`config.mk`:
```
export PLATFORM = sky130hd
export DESIGN_NAME = adc_ctrl
export DESIGN_NICKNAME = d
export VERILOG_FILES = /design/src/adc_pkg.sv /design/src/adc_ctrl.sv
export SDC_FILE = /design/constraint.sdc
export NUM_CORES = 1
export LEC_CHECK = 0
export BUFFER_PORTS_ARGS = -buffer_cell sky130_fd_sc_hd__buf_4
export CAP_MARGIN = 20
export CORE_MARGIN = 8
export CORE_UTILIZATION = 43
export DETAILED_ROUTE_END_ITERATION = 7
export GPL_TIMING_DRIVEN = 0
export HOLD_SLACK_MARGIN = 0.15
export PLACE_DENSITY = 0.71
export SLEW_MARGIN = 20
export SYNTH_ARGS = -nofsm -noshare
export SYNTH_HDL_FRONTEND = slang
export SYNTH_SLANG_ARGS = --single-unit
export TNS_END_PERCENT = 30
```
`constraint.sdc`:
```
create_clock -name clock -period 4.7 [get_ports clock]
set_input_delay 0.705 -clock clock [delete_from_list [all_inputs] [get_ports clock]]
set_output_delay 0.705 -clock clock [all_outputs]
set_load 0.05 [all_outputs]
```
`src/adc_pkg.sv`:
```
// constants shared by the dynamic memory controller
`default_nettype none
package adc_pkg;
    // ----------------------------------------
    // clock and conversion helpers
    // ----------------------------------------
    localparam int CLK_NS = 10;

    // least time: round up, never below one cycle
    function automatic int cyc_up(input int ns);
        int c;
        c = (ns + CLK_NS - 1) / CLK_NS;
        return (c < 1) ? 1 : c;
    endfunction

    // longest time: round down, never below one cycle
    function automatic int cyc_dn(input int ns);
        int c;
        c = ns / CLK_NS;
        return (c < 1) ? 1 : c;
    endfunction

    function automatic int max2(input int a, input int b);
        return (a > b) ? a : b;
    endfunction

    // ----------------------------------------
    // geometry
    // ----------------------------------------
    localparam int ROW_W = 9;
    localparam int COL_W = 9;
    localparam int ADDR_W = ROW_W + COL_W;
    localparam int DATA_W = 8;

    // ----------------------------------------
    // sequence figures
    // ----------------------------------------
    localparam int POWER_UP_US = 200;
    localparam int WAKE_IDLE_MS = 4;
    localparam int WAKE_RAS_CYCLES = 8;
    localparam int TEST_INIT_CYCLES = 8;
    localparam real REFRESH_EVERY_US = 15.6;
    localparam int PAGE_RAS_MAX_NS = 100000;
    localparam int SYNC_STAGES = 2;

    localparam int POWER_UP_CYC = cyc_up(POWER_UP_US * 1000);
    localparam int WAKE_IDLE_CYC = cyc_dn(WAKE_IDLE_MS * 1000000);
    localparam int REFRESH_CYC = $rtoi(REFRESH_EVERY_US * 1000.0 / CLK_NS);
    localparam int PAGE_RAS_MAX_CYC = cyc_dn(PAGE_RAS_MAX_NS);

    // ----------------------------------------
    // strobe timing, ns
    // ----------------------------------------
    localparam int ROW_TO_COLUMN_DELAY_NS = 20;
    localparam int ROW_ACTIVE_MIN_NS = 70;
    localparam int COLUMN_ACTIVE_MIN_NS = 20;
    localparam int ROW_PRECHARGE_MIN_NS = 50;
    localparam int ROW_ADDR_HOLD_NS = 10;
    localparam int REFRESH_COLUMN_SETUP_NS = 10;
    localparam int REFRESH_COLUMN_HOLD_NS = 30;
    localparam int TEST_COLUMN_PRECHARGE_NS = 40;
    localparam int PAGE_COLUMN_PRECHARGE_NS = 10;
    localparam int COLUMN_ACCESS_TIME_NS = 20;
    localparam int ROW_ACCESS_TIME_NS = 70;
    localparam int COLUMN_WRITE_LEAD_NS = 20;
    localparam int ROW_WRITE_LEAD_NS = 20;

    localparam int RCD_CYC = cyc_up(ROW_TO_COLUMN_DELAY_NS);
    localparam int RAS_CYC = cyc_up(ROW_ACTIVE_MIN_NS);
    localparam int RP_CYC = cyc_up(ROW_PRECHARGE_MIN_NS);
    localparam int RAH_CYC = cyc_up(ROW_ADDR_HOLD_NS);
    localparam int CSR_CYC = cyc_up(REFRESH_COLUMN_SETUP_NS);
    localparam int CHR_CYC = cyc_up(REFRESH_COLUMN_HOLD_NS);
    localparam int CPT_CYC = cyc_up(TEST_COLUMN_PRECHARGE_NS);
    localparam int CP_CYC = cyc_up(PAGE_COLUMN_PRECHARGE_NS);
    localparam int COL_WR_CYC = max2(cyc_up(COLUMN_ACTIVE_MIN_NS),
        max2(cyc_up(COLUMN_WRITE_LEAD_NS), cyc_up(ROW_WRITE_LEAD_NS)));
    localparam int COL_RD_CYC = max2(cyc_up(COLUMN_ACTIVE_MIN_NS),
        max2(cyc_up(COLUMN_ACCESS_TIME_NS), cyc_up(ROW_ACCESS_TIME_NS) - RCD_CYC)) + SYNC_STAGES;
endpackage
`default_nettype wire

```
`src/adc_ctrl.sv`:
```
// host controller driving an asynchronous 256k x 8 dynamic memory
//
// Overview of operation
// 200 us pause, then eight row cycles
// idle over 4 ms repeats wake cycles
// row then column, nine bits each
// read access counted from row strobe
// column strobe once row hold passed
// honour row, column active and precharge minima
// read data valid only while column low
// write strobe high across read column
// early write: write and data before column
// strobes held for write lead times
// page mode cycles column on one row
// page mixes reads and writes freely
// refresh one row each 15.6 us
// normal access refreshes its row
// row-only refresh with column held high
// column before row gives counter refresh
// held column keeps read data during refresh
// hidden refresh keeps column low over precharge
// counter test: counter row, external column
// counter test only after eight refreshes
// counter test sequence run by software
// early write keeps device outputs off
// own refresh timer, refresh beats requests
`default_nettype none
module adc_ctrl #(
    parameter int POWER_UP_CYCLES = adc_pkg::POWER_UP_CYC,
    parameter int WAKE_IDLE_CYCLES = adc_pkg::WAKE_IDLE_CYC,
    parameter int PAGE_RAS_MAX_CYCLES = adc_pkg::PAGE_RAS_MAX_CYC
) (
    // clock and reset
    input wire logic clock,
    input wire logic rst,
    // user request
    input wire logic req,
    input wire logic req_we,
    input wire logic req_test,
    input wire logic [adc_pkg::ADDR_W-1:0] req_addr,
    input wire logic [adc_pkg::DATA_W-1:0] req_wdata,
    output logic req_ready,
    // user answer
    output logic rsp_valid,
    output logic rsp_err,
    output logic [adc_pkg::DATA_W-1:0] rsp_rdata,
    output logic init_done,
    // memory pins
    output logic ras_n,
    output logic cas_n,
    output logic we_n,
    output logic [adc_pkg::ROW_W-1:0] mem_addr,
    output logic [adc_pkg::DATA_W-1:0] dq_out,
    output logic dq_oe_n,
    input wire logic [adc_pkg::DATA_W-1:0] dq_in
);
    // ----------------------------------------
    // state and registers
    // ----------------------------------------
    typedef enum {
        S_PWR, S_IDLE, S_CBR_CAS, S_CBR_RAS, S_RO_RAS, S_ROW, S_COL, S_PAGE,
        S_CP, S_CLOSE, S_PRE, S_HID, S_T_CAS, S_T_RAS, S_T_CP
    } adc_state_t;

    localparam int CW = 20;

    adc_state_t state, next_state;
    logic [CW-1:0] cnt, next_cnt;
    logic [CW-1:0] idle_cnt, next_idle_cnt;
    logic [13:0] ras_cnt, next_ras_cnt;
    logic [10:0] ref_cnt, next_ref_cnt;
    logic ref_due, next_ref_due;
    logic [3:0] wake_cnt, next_wake_cnt;
    logic [3:0] cbr_cnt, next_cbr_cnt;
    logic [adc_pkg::ROW_W-1:0] row_ptr, next_row_ptr;
    logic [adc_pkg::ROW_W-1:0] open_row, next_open_row;
    logic page_ok, next_page_ok;
    logic pend, next_pend;
    logic p_we, next_p_we;
    logic p_test, next_p_test;
    logic [adc_pkg::ADDR_W-1:0] p_addr, next_p_addr;
    logic [adc_pkg::DATA_W-1:0] p_data, next_p_data;
    logic next_req_ready, next_rsp_valid, next_rsp_err, next_init_done;
    logic [adc_pkg::DATA_W-1:0] next_rsp_rdata;
    logic next_ras_n, next_cas_n, next_we_n, next_dq_oe_n;
    logic [adc_pkg::ROW_W-1:0] next_mem_addr;
    logic [adc_pkg::DATA_W-1:0] next_dq_out;
    logic [adc_pkg::DATA_W-1:0] dq_s1, dq_s2;
    logic take;

    function automatic logic reached(input logic [CW-1:0] c, input int n);
        return c >= CW'(n - 1);
    endfunction

    // ----------------------------------------
    // next values
    // ----------------------------------------
    always_comb begin
        next_state = state;
        next_cnt = cnt + CW'(1);
        next_ref_cnt = ref_cnt + 11'h001;
        next_ref_due = ref_due;
        next_wake_cnt = wake_cnt;
        next_cbr_cnt = cbr_cnt;
        next_row_ptr = row_ptr;
        next_open_row = open_row;
        next_page_ok = page_ok;
        next_pend = pend;
        next_p_we = p_we;
        next_p_test = p_test;
        next_p_addr = p_addr;
        next_p_data = p_data;
        next_rsp_valid = 1'b0;
        next_rsp_err = rsp_err;
        next_rsp_rdata = rsp_rdata;
        next_ras_n = ras_n;
        next_cas_n = cas_n;
        next_we_n = we_n;
        next_mem_addr = mem_addr;
        next_dq_out = dq_out;
        next_dq_oe_n = dq_oe_n;
        take = req && req_ready;
        if (take) begin
            if (req_test && cbr_cnt < 4'(adc_pkg::TEST_INIT_CYCLES)) begin
                next_rsp_valid = 1'b1;
                next_rsp_err = 1'b1;
            end else begin
                next_pend = 1'b1;
                next_p_we = req_we;
                next_p_test = req_test;
                next_p_addr = req_addr;
                next_p_data = req_wdata;
            end
        end
        case (state)
            S_PWR: begin
                if (reached(cnt, POWER_UP_CYCLES)) begin
                    next_state = S_IDLE;
                    next_cnt = '0;
                end
            end
            S_IDLE: begin
                next_mem_addr = ref_due ? row_ptr : next_p_addr[adc_pkg::ADDR_W-1:adc_pkg::COL_W];
                if (cnt != '0) begin
                    next_cnt = '0;
                    if (wake_cnt < 4'(adc_pkg::WAKE_RAS_CYCLES)) begin
                        next_cas_n = 1'b0; // see R1
                        next_state = S_CBR_CAS;
                    end else if (ref_due) begin
                        next_ras_n = mem_addr != row_ptr; // see R15
                        next_state = (mem_addr == row_ptr) ? S_RO_RAS : S_IDLE;
                    end else if (pend) begin
                        next_pend = 1'b0;
                        if (p_test) begin
                            next_cas_n = 1'b0;
                            next_state = S_T_CAS;
                        end else begin
                            next_ras_n = 1'b0;
                            next_open_row = p_addr[adc_pkg::ADDR_W-1:adc_pkg::COL_W];
                            next_state = S_ROW;
                        end
                    end
                end
            end
            S_CBR_CAS: begin
                if (reached(cnt, adc_pkg::CSR_CYC)) begin
                    next_ras_n = 1'b0;
                    next_cnt = '0;
                    next_state = S_CBR_RAS;
                end
            end
            S_CBR_RAS: begin
                if (reached(cnt, adc_pkg::CHR_CYC)) begin
                    next_cas_n = 1'b1;
                end
                if (reached(cnt, adc_pkg::RAS_CYC)) begin
                    next_ras_n = 1'b1;
                    next_cas_n = 1'b1;
                    next_ref_due = 1'b0;
                    if (cbr_cnt < 4'(adc_pkg::TEST_INIT_CYCLES)) begin
                        next_cbr_cnt = cbr_cnt + 4'h1;
                    end
                    next_cnt = '0;
                    next_state = S_PRE;
                end
            end
            S_RO_RAS: begin
                if (reached(cnt, adc_pkg::RAS_CYC)) begin
                    next_ras_n = 1'b1;
                    next_ref_due = 1'b0;
                    next_row_ptr = row_ptr + 9'h001;
                    next_cnt = '0;
                    next_state = S_PRE;
                end
            end
            S_PRE: begin
                if (reached(cnt, adc_pkg::RP_CYC)) begin
                    next_cnt = '0;
                    next_state = S_IDLE;
                end
            end
            S_ROW: begin
                if (cnt == CW'(adc_pkg::RAH_CYC - 1)) begin
                    next_mem_addr = p_addr[adc_pkg::COL_W-1:0];
                    next_we_n = !p_we; // see R8
                    next_dq_out = p_data;
                    next_dq_oe_n = !p_we;
                end
                if (reached(cnt, adc_pkg::RCD_CYC)) begin
                    next_cas_n = 1'b0; // see R4
                    next_page_ok = 1'b1;
                    next_cnt = '0;
                    next_state = S_COL;
                end
            end
            S_COL: begin
                if (reached(cnt, p_we ? adc_pkg::COL_WR_CYC : adc_pkg::COL_RD_CYC)) begin
                    next_cnt = '0;
                    next_we_n = 1'b1;
                    next_dq_oe_n = 1'b1;
                    if (!p_we) begin
                        next_rsp_rdata = dq_s2;
                    end
                    next_rsp_valid = 1'b1;
                    next_rsp_err = 1'b0;
                    if (!p_we && ref_due && !p_test) begin
                        next_ras_n = 1'b1;
                        next_state = S_HID;
                    end else begin
                        next_cas_n = 1'b1;
                        next_page_ok = !p_test;
                        next_state = S_PAGE;
                    end
                end
            end
            S_HID: begin
                if (reached(cnt, adc_pkg::RP_CYC)) begin
                    next_ras_n = 1'b0; // see R17
                    next_cnt = '0;
                    next_state = S_CBR_RAS;
                end
            end
            S_PAGE: begin
                if (take && !next_pend) begin
                    next_state = S_PAGE;
                end else if (take && !req_test && page_ok &&
                             req_addr[adc_pkg::ADDR_W-1:adc_pkg::COL_W] == open_row) begin
                    next_pend = 1'b0; // see R11
                    next_mem_addr = req_addr[adc_pkg::COL_W-1:0];
                    next_we_n = !req_we;
                    next_dq_out = req_wdata;
                    next_dq_oe_n = !req_we;
                    next_cnt = '0;
                    next_state = S_CP;
                end else if (take || ref_due || !page_ok ||
                             ras_cnt >= 14'(PAGE_RAS_MAX_CYCLES - 1)) begin
                    next_state = S_CLOSE;
                end
            end
            S_CP: begin
                if (reached(cnt, adc_pkg::CP_CYC)) begin
                    next_cas_n = 1'b0;
                    next_cnt = '0;
                    next_state = S_COL;
                end
            end
            S_CLOSE: begin
                if (ras_cnt >= 14'(adc_pkg::RAS_CYC)) begin // see R6
                    next_ras_n = 1'b1;
                    next_cnt = '0;
                    next_state = S_PRE;
                end
            end
            S_T_CAS: begin
                if (reached(cnt, adc_pkg::CSR_CYC)) begin
                    next_ras_n = 1'b0; // see R19
                    next_cnt = '0;
                    next_state = S_T_RAS;
                end
            end
            S_T_RAS: begin
                if (reached(cnt, adc_pkg::CHR_CYC)) begin
                    next_cas_n = 1'b1;
                    next_mem_addr = p_addr[adc_pkg::COL_W-1:0];
                    next_we_n = !p_we;
                    next_dq_out = p_data;
                    next_dq_oe_n = !p_we;
                    next_cnt = '0;
                    next_state = S_T_CP;
                end
            end
            S_T_CP: begin
                if (reached(cnt, adc_pkg::CPT_CYC)) begin
                    next_cas_n = 1'b0;
                    next_cnt = '0;
                    next_state = S_COL;
                end
            end
            default: begin
                next_state = S_IDLE;
            end
        endcase
        // refresh timer: a new deadline beats the clear
        if (ref_cnt >= 11'(adc_pkg::REFRESH_CYC - 1)) begin
            next_ref_cnt = '0;
            next_ref_due = 1'b1; // see R13
        end
        // each completed row cycle counts toward wake
        if (next_ras_n && !ras_n && wake_cnt < 4'(adc_pkg::WAKE_RAS_CYCLES)) begin
            next_wake_cnt = wake_cnt + 4'h1;
        end
        next_idle_cnt = ras_n ? ((idle_cnt == '1) ? idle_cnt : idle_cnt + CW'(1)) : '0;
        if (idle_cnt >= CW'(WAKE_IDLE_CYCLES)) begin
            next_wake_cnt = '0;
        end
        next_ras_cnt = next_ras_n ? '0 : ras_cnt + 14'h0001;
        next_init_done = next_wake_cnt >= 4'(adc_pkg::WAKE_RAS_CYCLES);
        next_req_ready = !next_pend && !next_ref_due && next_init_done &&
                         (next_state == S_IDLE || next_state == S_PAGE);
    end

    // ----------------------------------------
    // registers
    // ----------------------------------------
    always_ff @(posedge clock) begin
        if (rst) begin
            state <= S_PWR;
            cnt <= '0;
            idle_cnt <= '0;
            ras_cnt <= '0;
            ref_cnt <= '0;
            ref_due <= 1'b0;
            wake_cnt <= '0;
            cbr_cnt <= '0;
            row_ptr <= '0;
            open_row <= '0;
            page_ok <= 1'b0;
            pend <= 1'b0;
            p_we <= 1'b0;
            p_test <= 1'b0;
            p_addr <= '0;
            p_data <= '0;
            req_ready <= 1'b0;
            rsp_valid <= 1'b0;
            rsp_err <= 1'b0;
            rsp_rdata <= '0;
            init_done <= 1'b0;
            ras_n <= 1'b1;
            cas_n <= 1'b1;
            we_n <= 1'b1;
            mem_addr <= '0;
            dq_out <= '0;
            dq_oe_n <= 1'b1;
            dq_s1 <= '0;
            dq_s2 <= '0;
        end else begin
            state <= next_state;
            cnt <= next_cnt;
            idle_cnt <= next_idle_cnt;
            ras_cnt <= next_ras_cnt;
            ref_cnt <= next_ref_cnt;
            ref_due <= next_ref_due;
            wake_cnt <= next_wake_cnt;
            cbr_cnt <= next_cbr_cnt;
            row_ptr <= next_row_ptr;
            open_row <= next_open_row;
            page_ok <= next_page_ok;
            pend <= next_pend;
            p_we <= next_p_we;
            p_test <= next_p_test;
            p_addr <= next_p_addr;
            p_data <= next_p_data;
            req_ready <= next_req_ready;
            rsp_valid <= next_rsp_valid;
            rsp_err <= next_rsp_err;
            rsp_rdata <= next_rsp_rdata;
            init_done <= next_init_done;
            ras_n <= next_ras_n;
            cas_n <= next_cas_n;
            we_n <= next_we_n;
            mem_addr <= next_mem_addr;
            dq_out <= next_dq_out;
            dq_oe_n <= next_dq_oe_n;
            dq_s1 <= dq_in;
            dq_s2 <= dq_s1;
        end
    end
endmodule
`default_nettype wire

```
# ---- Yosys cells after proc, flatten, opt, wreduce, memory -nomap -nowiden
# Index checks and enable logic that the tools add are counted.
# W data, S select, Z words.
dict set report classes {
  eq_ne 33
  n_reduce_logical 51
  muxes 107
  n_addsub 8
  bitwise 6
  magnitude_cmp 15
}
# operator count
set op_table {}
lappend op_table {{$mux W32} 19}
lappend op_table {{$pmux W32 S14} 1}
lappend op_table {{$eq A32 B4 Y1 const B} 8}
lappend op_table {{$mux W20} 12}
lappend op_table {{$pmux W20 S11} 1}
lappend op_table {{$eq A32 B3 Y1 const B} 4}
lappend op_table {{$eq A32 B2 Y1 const B} 3}
lappend op_table {{$mux W1} 50}
lappend op_table {{$mux W9} 5}
lappend op_table {{$add A20 B1 Y20 const B} 2}
lappend op_table {{$ge A20 B1 Y1 const B} 2}
lappend op_table {{$ge A20 B2 Y1 const B} 2}
lappend op_table {{$ge A20 B3 Y1 const B} 2}
lappend op_table {{$mux W18} 2}
lappend op_table {{$pmux W9 S4} 1}
lappend op_table {{$eq A32 B1 Y1 const B} 1}
lappend op_table {{$logic_not A32 Y1} 1}
lappend op_table {{$mux W8} 4}
lappend op_table {{$pmux W8 S3} 1}
lappend op_table {{$eq A20 B20 Y1 const B} 1}
lappend op_table {{$ge A20 B15 Y1 const B} 1}
lappend op_table {{$ge A20 B19 Y1 const B} 1}
lappend op_table {{$ge A20 B20 Y1} 1}
lappend op_table {{$logic_not A20 Y1} 1}
lappend op_table {{other kinds (37)} 94}
dict set report totals {
  elab_cells 249
  ff_bits 202
}

# ---- Depth between registers and ports, before layout
# Gate-level depths: netlist (run 1).
dict set report logic_depth {
  depth_word 13
  depth_mapped 12
}

# ---- Worst setup path before layout (run 1)
# OpenSTA, ideal clock, no wires.
dict set report synth_path {
  kind {register -> register}
  start {register state[19]}
  end {register dq_out[0] in the netlist's numbering}
  path_stages_with_launch 10
  setup_slack_ps 2168
  setup_ps 128
  t_required_ps 4572
  n_path_buf 2
  t_arrival_ps 2404
  period_less_slack_ps 2532
  path_cell_list {dfxtp_1 > or4_1 > or3_1 > or2_1 > buf_2 > nor3_1 > buf_4 > mux2_2 > mux2i_1 > nor2_1}
}
dict set report synth_via {
  elab_chain_cells 3
  elab_cells_between_ends 10
  cone_classes {eq/ne: 7; mux: 1; reduce/logical: 2}
}
# item line_no
set synth_lines {}
lappend synth_lines {{from (decl)} adc_ctrl.sv:67} ;# adc_state_t state, next_state;
lappend synth_lines {{from (signal assigned)} adc_ctrl.sv:357} ;# state <= next_state;
lappend synth_lines {{$eq A32 B4 Y1 / $eq A32 B3 Y1 (equally long branches)} adc_ctrl.sv:135} ;# case (state)
lappend synth_lines {{$ne A2 B2 Y1 (no line) / $reduce_bool A3 Y1 (equally long branches)} n/a}
lappend synth_lines {{$reduce_and A5 Y1 (no line)} n/a}
lappend synth_lines {{to (signal assigned)} adc_ctrl.sv:382} ;# dq_out <= next_dq_out;
lappend synth_lines {{to (decl)} adc_ctrl.sv:53} ;# output logic [adc_pkg::DATA_W-1:0] dq_out,
# Parallel ways exist; a longest one is shown, timed or not.
# A chain may end at the register's enable or synchronous reset.

# ---- Worst setup path in the final report (run 1)
dict set report layout_path {
  start {register state[2]}
  end {register req_ready}
}
dict set report layout_via {
  elab_chain_cells 10
  elab_cells_between_ends 54
  cone_classes {order compare: 1; eq/ne: 16; mux: 26; reduce/logical: 11}
}
# item line_no
set layout_lines {}
lappend layout_lines {{$eq A32 B4 Y1, or another cell as far along} adc_ctrl.sv:135}
lappend layout_lines {{$reduce_or A2 Y1 (no line)} n/a}
lappend layout_lines {{$pmux W1 S6} adc_ctrl.sv:135}
lappend layout_lines {{$logic_and A1 B1 Y1 (2 in a row)} adc_ctrl.sv:309} ;# if (next_ras_n && !ras_n && wake_cnt < 4'(adc_pkg::WAKE_RAS_CYCLES)) begin
lappend layout_lines {{$mux W4} adc_ctrl.sv:309}
lappend layout_lines {{$mux W4} adc_ctrl.sv:313} ;# if (idle_cnt >= CW'(WAKE_IDLE_CYCLES)) begin
lappend layout_lines {{$ge A4 B4 Y1} adc_ctrl.sv:317} ;# next_init_done = next_wake_cnt >= 4'(adc_pkg::WAKE_RAS_CYCLES);
lappend layout_lines {{$logic_and A1 B1 Y1} adc_ctrl.sv:318} ;# next_req_ready = !next_pend && !next_ref_due && next_init_done &&
lappend layout_lines {{$logic_and A1 B1 Y1 (*)} adc_ctrl.sv:318}
lappend layout_lines {{to (signal assigned)} adc_ctrl.sv:373} ;# req_ready <= next_req_ready;
lappend layout_lines {{to (decl)} adc_ctrl.sv:42} ;# output logic req_ready,
# Mark *: on every way between the ends. The rest lies on a longest branch, timed or not.

==> results of run 1 <==
[cell usage after synthesis, types with 4 or more instances]
cell	n	area [um^2]
a211oi_1	11	82.6
a21oi_1	40	200
a22o_1	9	78.8
a31oi_1	10	62.6
a32oi_1	4	35.0
and2_1	5	31.3
and3_1	21	131
and4_1	5	43.8
buf_2	12	60.1
clkbuf_1	35	131
dfxtp_1	202	4040
ha_1	14	175
inv_1	19	71.3
mux2_2	8	90.1
mux2i_1	38	380
nand2_1	103	387
nand2b_1	5	31.3
nand3_1	25	125
nand4_1	23	144
nor2_1	146	548
nor2b_1	32	200
nor3_1	24	120
nor3b_1	4	30.0
nor4_1	9	56.3
o211ai_1	10	75.1
o21ai_0	30	150
o22ai_1	4	25.0
or2_2	5	31.3
or3_1	10	62.6
or4_1	6	45.0
xnor2_1	38	333
xor2_1	44	385
[worst max-delay path: stages, from the launching register on]
cell      delay [ns]
dfxtp_1         0.31
clkbuf_1        0.31
nand2b_1        0.31
nor3_1          0.71
o21ai_0         0.27
a211oi_2        0.25
o21ai_1         0.12
a21oi_1         0.39
nand4_1         0.16
nor3_2          0.17
[worst max-delay path by stage]
| stage | from | slack, ns | to |
|---|---|---|---|
| after floorplan | state[19] | 2.17 | dq_out[0] |
| after global routing | state[2] | 1.47 | req_ready |
| after detailed placement | req | 1.59 | p_addr[4] |
| after CTS | state[2] | 1.68 | req_ready |
| after global placement | state[2] | 1.63 | req_ready |
| final | state[2] | 1.62 | req_ready |
[flip-flops by register name, summed over array words and instances, names as in the netlist, 9 cells and up]
name      flops
open_row      9
state        32
row_ptr       9
mem_addr      9
ref_cnt      11
ras_cnt      14
idle_cnt     20
cnt          20
p_addr       18
[cells in the final DEF, fill, tap and decap left out, drive strengths merged, types with 19 or more instances in the layout]
| cell type | n |
|---|---|
| a21oi | 40 |
| nor3 | 28 |
| nand4 | 24 |
| mux2i | 38 |
| nor2 | 146 |
| o21ai | 33 |
| nand2 | 103 |
| dfxtp | 202 |
| conb | 28 |
| inv | 19 |
| and3 | 21 |
| nand3 | 25 |
| buf | 87 |
| xor2 | 44 |
| nor2b | 32 |
| xnor2 | 38 |
| clkbuf | 60 |
[kinds of logic after synthesis]
family                   synth area share
AO/OA/AOI/OAI                       0.116
XOR/XNOR                           0.0801
adder cells (fa/ha/maj)            0.0195
buffers and inverters              0.0331
flip-flops                          0.451
multiplexers                       0.0525
other                            0.000418
AND/OR/NAND/NOR                     0.248
[cell type report]
cell class                 instances  share of cell area
inverter                          20             0.00705
clock inverter                    14              0.0134
clock buffer                      25              0.0537
tap                              275              0.0323
buffer                            51              0.0208
sequential                       202               0.380
multi-input combinational        764               0.443
timing repair buffer              71              0.0500
[where the power goes]
| part | leakage [nW] | internal [mW] | switching, mW | total (mW) |
|---|---|---|---|---|
| logic | 2.12 | 0.0509 | 0.0781 | 0.129 |
| clock network | 0.343 | 0.947 | 0.718 | 1.66 |
| registers | 1.64 | 1.74 | 0.0121 | 1.75 |
[routing by layer]
metal | wire [um] | vias up | global-route usage
met2 | 10600 | 257 | 0.293
met3 | 1330 | 62 | 0.0238
met4 | 794 | 0 | 0.0565
met1 | 9780 | 3550 | 0.220
li1 | - | 3738 | -
met5 | 0 | - | 0
[through the flow]
stage / hold WS (ns) / setup slack [ns] / std cells / instance area, um^2
after floorplan: 0.413 / 2.17 / 1037 / 9060
after global placement: 0.416 / 1.63 / 1383 / 9940
after detailed placement: 0.425 / 1.59 / 1383 / 9940
after CTS: 0.374 / 1.68 / 1422 / 10700
after global routing: 0.373 / 1.47 / 1422 / 10700
final: 0.392 / 1.62 / 1422 / 10700
==> results.json, run 1 <==
{
  "regArea_um2": 4040,
  "cts_buffers": 22,
  "area_growth_pct": 18.9,
  "cts_setup_buffers": 0,
  "startpoint_type": "flop",
  "r2r_start": "state[2]",
  "reg2reg_slack_ns": 1.62,
  "p_leak_nw": 4.11,
  "async_flop_share": 0,
  "arrival_ns": 3.51,
  "min_path_type": "in2reg",
  "clockBufferDepth": 3,
  "dp_hpwl_um": 16500,
  "status": "finished, final reports clean",
  "slew_headroom": 0.273,
  "cts_tree": "built",
  "rsz0062_at_grt": "false",
  "die_x_um": 160,
  "slew_viol_final": 0,
  "r2r-end": "req_ready",
  "clk_latency_ns": 0.53,
  "drt_pass1_iterations": 7,
  "ios": 72,
  "fp.dieH_um": 160,
  "finalCriticalPeriod_ns": 3.08,
  "routed-via-count": 7607,
  "fin_crit_sh": 0.655,
  "synth_edf_count": 0,
  "clkTransAtPathRegs_ns": 0.06,
  "ys_seq_elements": 202,
  "dr.first_iter.drc_count": 637,
  "worst_hold_path.endpoint": "dq_s1[4]",
  "root_buffer": "clkbuf_16",
  "multi_input_area_um2": 4720,
  "drive_above_1_share": 0.135,
  "synth_area_per_cell_um2": 8.87,
  "hold_start": "dq_in[4]",
  "cts_sinks": 202,
  "antenna_found_initial": 0,
  "grt_pass1_vias": 7375,
  "crit_path_max_fanout": 10,
  "finalSetupViolations": 0,
  "wirelength_um": 22500,
  "worstSetupPathType": "reg2reg",
  "grt_overflow": 0,
  "antenna_left": 0,
  "drc": 0,
  "hold_violations": 0,
  "diodes": 0,
  "io_buffers": 71,
  "avgRoutedWirePerCell_um": 15.8,
  "critPathCaptureType": "flop",
  "ir_drop_v": 0.000214,
  "die_area_um2": 25700,
  "finalSetupTns_ns": 0,
  "r2r_cells": 9,
  "vias_per_cell": 5.35,
  "whs_path_depth": 2,
  "required_ns": 5.13,
  "grt.total_usage": 0.172,
  "skew_ns": 0.0273,
  "postLayoutCoreUtil": 0.513,
  "grt_max_degree": 16,
  "cts_resized": 0,
  "num_rows": 53,
  "routabilityCongestion": 0.957,
  "cap_violations": 0,
  "worst_pin_slew_ns": 1.07,
  "achievable-frequency_mhz": 325,
  "holdBufCountCts": 0,
  "synthDistinctLibCells": 72,
  "start_util": 0.432,
  "yosysWarnings": 0,
  "ys_seq_area_frac": 0.451,
  "ys.flop_type": "dfxtp_1",
  "fill_cells": 1931,
  "pwr_density_cell_nw_per_um2": 333,
  "synthCells": 1010,
  "syn_area_um2": 8960,
  "htree_levels": 1,
  "grt_pass1_wl_um": 37200,
  "fin_nets": 1185,
  "fp.coreArea_um2": 20800,
  "fin_total_pwr_mw": 3.54
}
Note: power is estimated with default switching activity, not from simulation.
==> run 2, diff against run 1 <==
--- a/config.mk
+++ b/config.mk
@@ -12,7 +12,7 @@
 export DETAILED_ROUTE_END_ITERATION = 7
 export GPL_TIMING_DRIVEN = 0
 export HOLD_SLACK_MARGIN = 0.15
-export PLACE_DENSITY = 0.71
+export PLACE_DENSITY = 0.74
 export SLEW_MARGIN = 20
 export SYNTH_ARGS = -nofsm -noshare
 export SYNTH_HDL_FRONTEND = slang
==> constraint.sdc (replaced) <==
create_clock -name clock -period 2.8 [get_ports clock]
set_input_delay 0.42 -clock clock [delete_from_list [all_inputs] [get_ports clock]]
set_output_delay 0.42 -clock clock [all_outputs]
set_load 0.05 [all_outputs]
==> run 2 against run 1 <==
  * Via count rose by 1.3%
  * Critical path type unchanged
  * Critical path depth grew 1
  * Utilization increased by 1.9 points
  * First-iteration DRC count fell by 11%
  * Total power grew 72%
  * Clock skew shrank 0.017 ns
  * Clock power grew 76%
  * Register-to-register slack worse by 1.6 ns
  * Sequential power up 68%
==> results.json, run 2 (same netlist as run 1, synthesis figures left out) <==
{
  "fp.coreArea_um2": 20800,
  "grt_pass1_wl_um": 38100,
  "root_buffer": "clkbuf_16",
  "achievable-frequency_mhz": 359,
  "r2r_start": "cnt[16]",
  "htree_levels": 1,
  "cts_sinks": 202,
  "final_common_cell": "dfxtp_1",
  "largest_reg_flops": 32,
  "crit_path_max_fanout": 10,
  "p_clk_frac": 0.479,
  "fin_crit_sh": 0.996,
  "clk_latency_ns": 0.50,
  "status": "finished, final reports clean",
  "num_rows": 53,
  "io_buffers": 71,
  "pwr-share-comb": 0.039,
  "swShare": 0.211,
  "pwr_density_cell_nw_per_um2": 552,
  "start_util": 0.432,
  "antenna_left": 0,
  "startpoint_type": "flop",
  "cts_buffers": 22,
  "switching_power_mw": 1.29,
  "hold_violations": 0,
  "routed-via-count": 7708,
  "grt_max_degree": 14,
  "worstSetupPathType": "reg2reg",
  "cp-startpoint": "cnt[16]",
  "fin_nets": 1201,
  "drt_pass1_iterations": 5,
  "cellInternalPower_mw": 4.81,
  "antenna_found_initial": 0,
  "drive_above_1_share": 0.163,
  "rsz0062_at_grt": "true",
  "slew_viol_final": 0,
  "grt_pass1_vias": 7471,
  "final_cell_mix": "dfxtp_1, nor2_1, nand2_1, buf_4, xor2_1",
  "clkTransAtPathRegs_ns": 0.06,
  "die_area_um2": 25700,
  "placed_cell_area_um2": 9940,
  "fill_cells": 1893,
  "ir_drop_v": 0.000302,
  "grt_overflow": 0,
  "slew_headroom": 0.503,
  "pwr-share-seq": 0.482,
  "finalCriticalPeriod_ns": 2.79,
  "diodes": 0,
  "clockBufferDepth": 3,
  "fp.dieH_um": 160,
  "wirelength_um": 23600,
  "hold_start": "req_wdata[5]",
  "multi_input_area_um2": 4920,
  "die_x_um": 160,
  "min_path_type": "in2reg",
  "area_growth_pct": 23.2,
  "regMostFlops": "state",
  "worst_pin_slew_ns": 0.735,
  "final_cell_area_um2": 11000,
  "routabilityCongestion": 0.945,
  "fin_total_pwr_mw": 6.10,
  "drc": 0,
  "critPathCaptureType": "flop",
  "p_leak_nw": 4.31,
  "required_ns": 3.16,
  "ios": 72,
  "largestRegisters": "state x32, cnt x20, idle_cnt x20",
  "grt.total_usage": 0.176,
  "skew_ns": 0.0108,
  "reg2reg_slack_ns": 0.01,
  "cts_tree": "built",
  "vias_per_cell": 5.37,
  "regArea_um2": 4050,
  "arrival_ns": 3.15,
  "dp_hpwl_um": 16700,
  "finalSetupViolations": 0,
  "dr.first_iter.drc_count": 568,
  "avgRoutedWirePerCell_um": 16.4,
  "cap_violations": 0
}
## run 2: changes by cell type in the layout (fill, tap and decap cells not counted), sizes merged
cell,delta
clkinvlp,-2
dlygate4sd3,+8
inv,+1
clkinv,-8
clkbuf,+3
bufinv,+2
buf,+9
## run 2: cell type report
cell class | count | area share
Multi-Input combinational cell | 764 | 0.445
Sequential cell | 202 | 0.366
Timing Repair Buffer | 88 | 0.0620
Clock buffer | 29 | 0.0551
Tap cell | 275 | 0.0312
Buffer | 50 | 0.0228
Clock inverter | 7 | 0.0103
Inverter | 20 | 0.00714
## run 2: final timing paths
check           endpoint  cells after the start
min            p_data[5]                      3
min reg2reg     dq_s2[5]                      1
max reg2reg  mem_addr[0]                     10
max          mem_addr[0]                     10
## run 2: repair_timing
item | in CTS | in global routing
cloned | 0 | 1
endpoints found under the setup margin | 37 | 85
hold buffers | 8 | 0
pin swaps | 3 | 9
gates resized for setup | 16 | 53
setup buffers | 0 | 8
endpoints found under the hold margin | 8 | 0
## run 2: through the flow
| stage | setup WS [ns] | TNS, ns | utilization | hold slack, ns | std cells |
|---|---|---|---|---|---|
| floorplan | 0.268 | 0 | - | 0.413 | 1037 |
| global placement | -0.280 | -5.35 | 0.479 | 0.418 | 1383 |
| detailed placement | -0.284 | -4.83 | 0.479 | 0.425 | 1383 |
| CTS | -0.00457 | -0.0148 | 0.521 | 0.162 | 1426 |
| global route | -0.0828 | -0.450 | 0.532 | 0.167 | 1435 |
| finish | 0.0120 | 0 | 0.532 | 0.175 | 1435 |
## run 2: worst max-delay path, cell delays in order (launching register included)
cell	delay, ns
dfxtp_1	0.36
nor4_4	0.35
nand4_4	0.19
buf_4	0.19
o41ai_4	0.33
o21ai_1	0.13
a32oi_2	0.34
o2111ai_4	0.22
buf_6	0.21
a211oi_1	0.24
nor3_1	0.07
## run 2: metal layers
metal | global-route usage | vias up | share of wire | wire, um
met5 | 0 | - | 0 | 0
met4 | 0.0688 | 0 | 0.031 | 727
met3 | 0.0279 | 58 | 0.064 | 1500
met2 | 0.294 | 274 | 0.48 | 11300
met1 | 0.224 | 3620 | 0.42 | 10000
li1 | - | 3756 | - | -
## run 2: power groups by stage
stage               Combinational, mW  Sequential [mW]  Clock (mW)
finish                          0.241             2.94        2.92
global route                    0.264             2.94        3.11
CTS                             0.229             2.94        2.97
global placement                0.214             3.00           0
floorplan                       0.117             3.00           0
detailed placement              0.215             3.00           0
==> run 3, diff against run 2 <==
--- a/config.mk
+++ b/config.mk
@@ -7,7 +7,7 @@
 export LEC_CHECK = 0
 export BUFFER_PORTS_ARGS = -buffer_cell sky130_fd_sc_hd__buf_4
 export CAP_MARGIN = 20
-export CORE_MARGIN = 8
+export CORE_MARGIN = 2
 export CORE_UTILIZATION = 43
 export DETAILED_ROUTE_END_ITERATION = 7
 export GPL_TIMING_DRIVEN = 0
==> run 3 against run 2 <==
  * Final area hardly changed
  * Setup slack better by 0.050 ns
  * Worst hold slack worse by 0.0059 ns
  * Total power hardly changed
  * Utilization is 1.0 points higher
  * Sequential power hardly changed
  * Fmax is 1.8% higher
  * Combinational power is 3% lower
  * Cell count stayed put
==> results.json, run 3 (same netlist as run 1, synthesis figures left out) <==
{
  "largest_reg_flops": 32,
  "die_x_um": 148,
  "clockBufferDepth": 3,
  "clkTransAtPathRegs_ns": 0.06,
  "slew_headroom": 0.505,
  "root_buffer": "clkbuf_16",
  "ir_drop_v": 0.000313,
  "r2r-end": "mem_addr[1]",
  "area_growth_pct": 23.2,
  "dr.first_iter.drc_count": 552,
  "clk_latency_ns": 0.51,
  "antenna_left": 0,
  "slew_viol_final": 0,
  "rsz0062_at_grt": "true",
  "r2r_start": "state[19]",
  "grt_pass1_vias": 7431,
  "required_ns": 3.23,
  "wirelength_um": 22700,
  "diodes": 0,
  "worstSetupPathType": "reg2reg",
  "avgRoutedWirePerCell_um": 15.8,
  "pwr_density_cell_nw_per_um2": 553,
  "worst_pin_slew_ns": 0.732,
  "cts_tree": "built",
  "multi_input_area_um2": 4890,
  "start_util": 0.440,
  "grt.total_usage": 0.201,
  "critPathCaptureType": "flop",
  "finalCriticalPeriod_ns": 2.74,
  "die_area_um2": 22000,
  "ios": 72,
  "dp_hpwl_um": 16100,
  "grt_max_degree": 14,
  "num_rows": 52,
  "p_leak_nw": 4.31,
  "crit_path_max_fanout": 8,
  "routed-via-count": 7725,
  "arrival_ns": 3.16,
  "fill_cells": 1859,
  "grt_pass1_wl_um": 36500,
  "regArea_um2": 4050,
  "regMostFlops": "state",
  "achievable-frequency_mhz": 365,
  "status": "finished, final reports clean",
  "fp.coreArea_um2": 20400,
  "final_common_cell": "dfxtp_1",
  "final_cell_mix": "dfxtp_1, nor2_1, nand2_1, buf_4, xor2_1",
  "drt_pass1_iterations": 5,
  "fin_total_pwr_mw": 6.10,
  "antenna_found_initial": 0,
  "whs_ns": 0.169,
  "fin_nets": 1203,
  "drive_above_1_share": 0.170,
  "min_path_type": "in2reg",
  "cp-startpoint": "state[19]",
  "startpoint_type": "flop",
  "io_buffers": 71,
  "finalSetupViolations": 0,
  "cap_violations": 0,
  "reg2reg_slack_ns": 0.06,
  "htree_levels": 1,
  "critPathCapture": "mem_addr[1]",
  "cts_sinks": 202,
  "drc": 0,
  "fin_crit_sh": 0.978,
  "r2r_cells": 10,
  "cts_buffers": 22,
  "hold_violations": 0,
  "vias_per_cell": 5.38,
  "routabilityCongestion": 0.985,
  "skew_ns": 0.00800,
  "fp.dieH_um": 148,
  "largestRegisters": "state x32, cnt x20, idle_cnt x20",
  "grt_overflow": 0
}
-- run 3: cell types whose count changed in the layout (fill, tap and decap cells not counted), moves of 2 or more --
| cell | previous run | this run |
|---|---|---|
| buf_4 | 85 | 83 |
| clkbuf_1 | 35 | 32 |
| clkbuf_2 | 4 | 6 |
| clkinv_2 | 3 | 7 |
| nor2_1 | 143 | 141 |
| nor2_2 | 1 | 4 |
| nor3_2 | 3 | 5 |
| nor3_4 | 4 | 2 |
| o21ai_0 | 27 | 29 |
| o21ai_1 | 4 | 2 |
| o31ai_1 | 1 | 3 |
| o31ai_2 | 2 | 0 |
| or3_1 | 10 | 8 |
| or3_4 | 0 | 2 |
-- run 3: through the flow --
stage | area, um^2 | setup slack [ns] | instances | setup TNS (ns) | utilization
floorplan | 9060 | 0.268 | 1037 | 0 | -
finish | 11000 | 0.0625 | 1435 | 0 | 0.542
global placement | 9930 | -0.259 | 1378 | -4.73 | 0.488
CTS | 10800 | -0.0168 | 1424 | -0.0321 | 0.530
detailed placement | 9930 | -0.252 | 1378 | -4.26 | 0.488
global route | 11000 | -0.0298 | 1435 | -0.116 | 0.542
-- run 3: worst max-delay path, cell delays in order, from the launching register on --
cell	delay, ns
dfxtp_1	0.29
or4_1	0.53
or3_4	0.40
or2_1	0.22
buf_6	0.16
nor3_4	0.22
a32oi_2	0.14
o2111ai_4	0.23
buf_2	0.25
a211oi_1	0.08
nor3_1	0.15
-- run 3: routing by layer --
metal | vias to the layer above | share of wire | global-route usage
met5 | - | 0 | 0
met4 | 0 | 0.043 | 0.0929
met3 | 71 | 0.070 | 0.0436
met2 | 255 | 0.45 | 0.321
met1 | 3624 | 0.44 | 0.261
li1 | 3775 | - | -
-- run 3: final cells by class --
cell class                 count  share of cell area
sequential                   202               0.366
clock buffer                  27              0.0534
clock inverter                12              0.0135
inverter                      20             0.00714
tap                          270              0.0306
buffer                        51              0.0237
timing repair buffer          89              0.0624
multi-input combinational    764               0.443
-- run 3: worst min-delay path by stage --
stage / start / cells after the start / end
2_1_floorplan: ras_cnt[0] / 1 / ras_cnt[0]
3_3_place_gp: dq_s1[4] / 1 / dq_s2[4]
3_5_place_dp: dq_s1[7] / 1 / dq_s2[7]
4_1_cts: dq_in[6] / 2 / dq_s1[6]
5_1_grt: req_wdata[4] / 3 / p_data[4]
6_report: req_addr[6] / 3 / p_addr[6]
-- run 3: power by group --
part           leakage [nW]  total [mW]  switching [mW]  internal [mW]
Clock                 0.366        2.93            1.16           1.78
Combinational          2.30       0.233           0.137         0.0965
Sequential             1.64        2.94          0.0212           2.92
-- run 3: repair_timing --
action                     4_1_cts  5_1_grt
resized for setup               15       50
cloned                           0        2
buffers inserted                 0        8
hold endpoints to repair         7        1
hold buffers                     7        1
setup endpoints to repair       47       82
pin swaps                        2        7
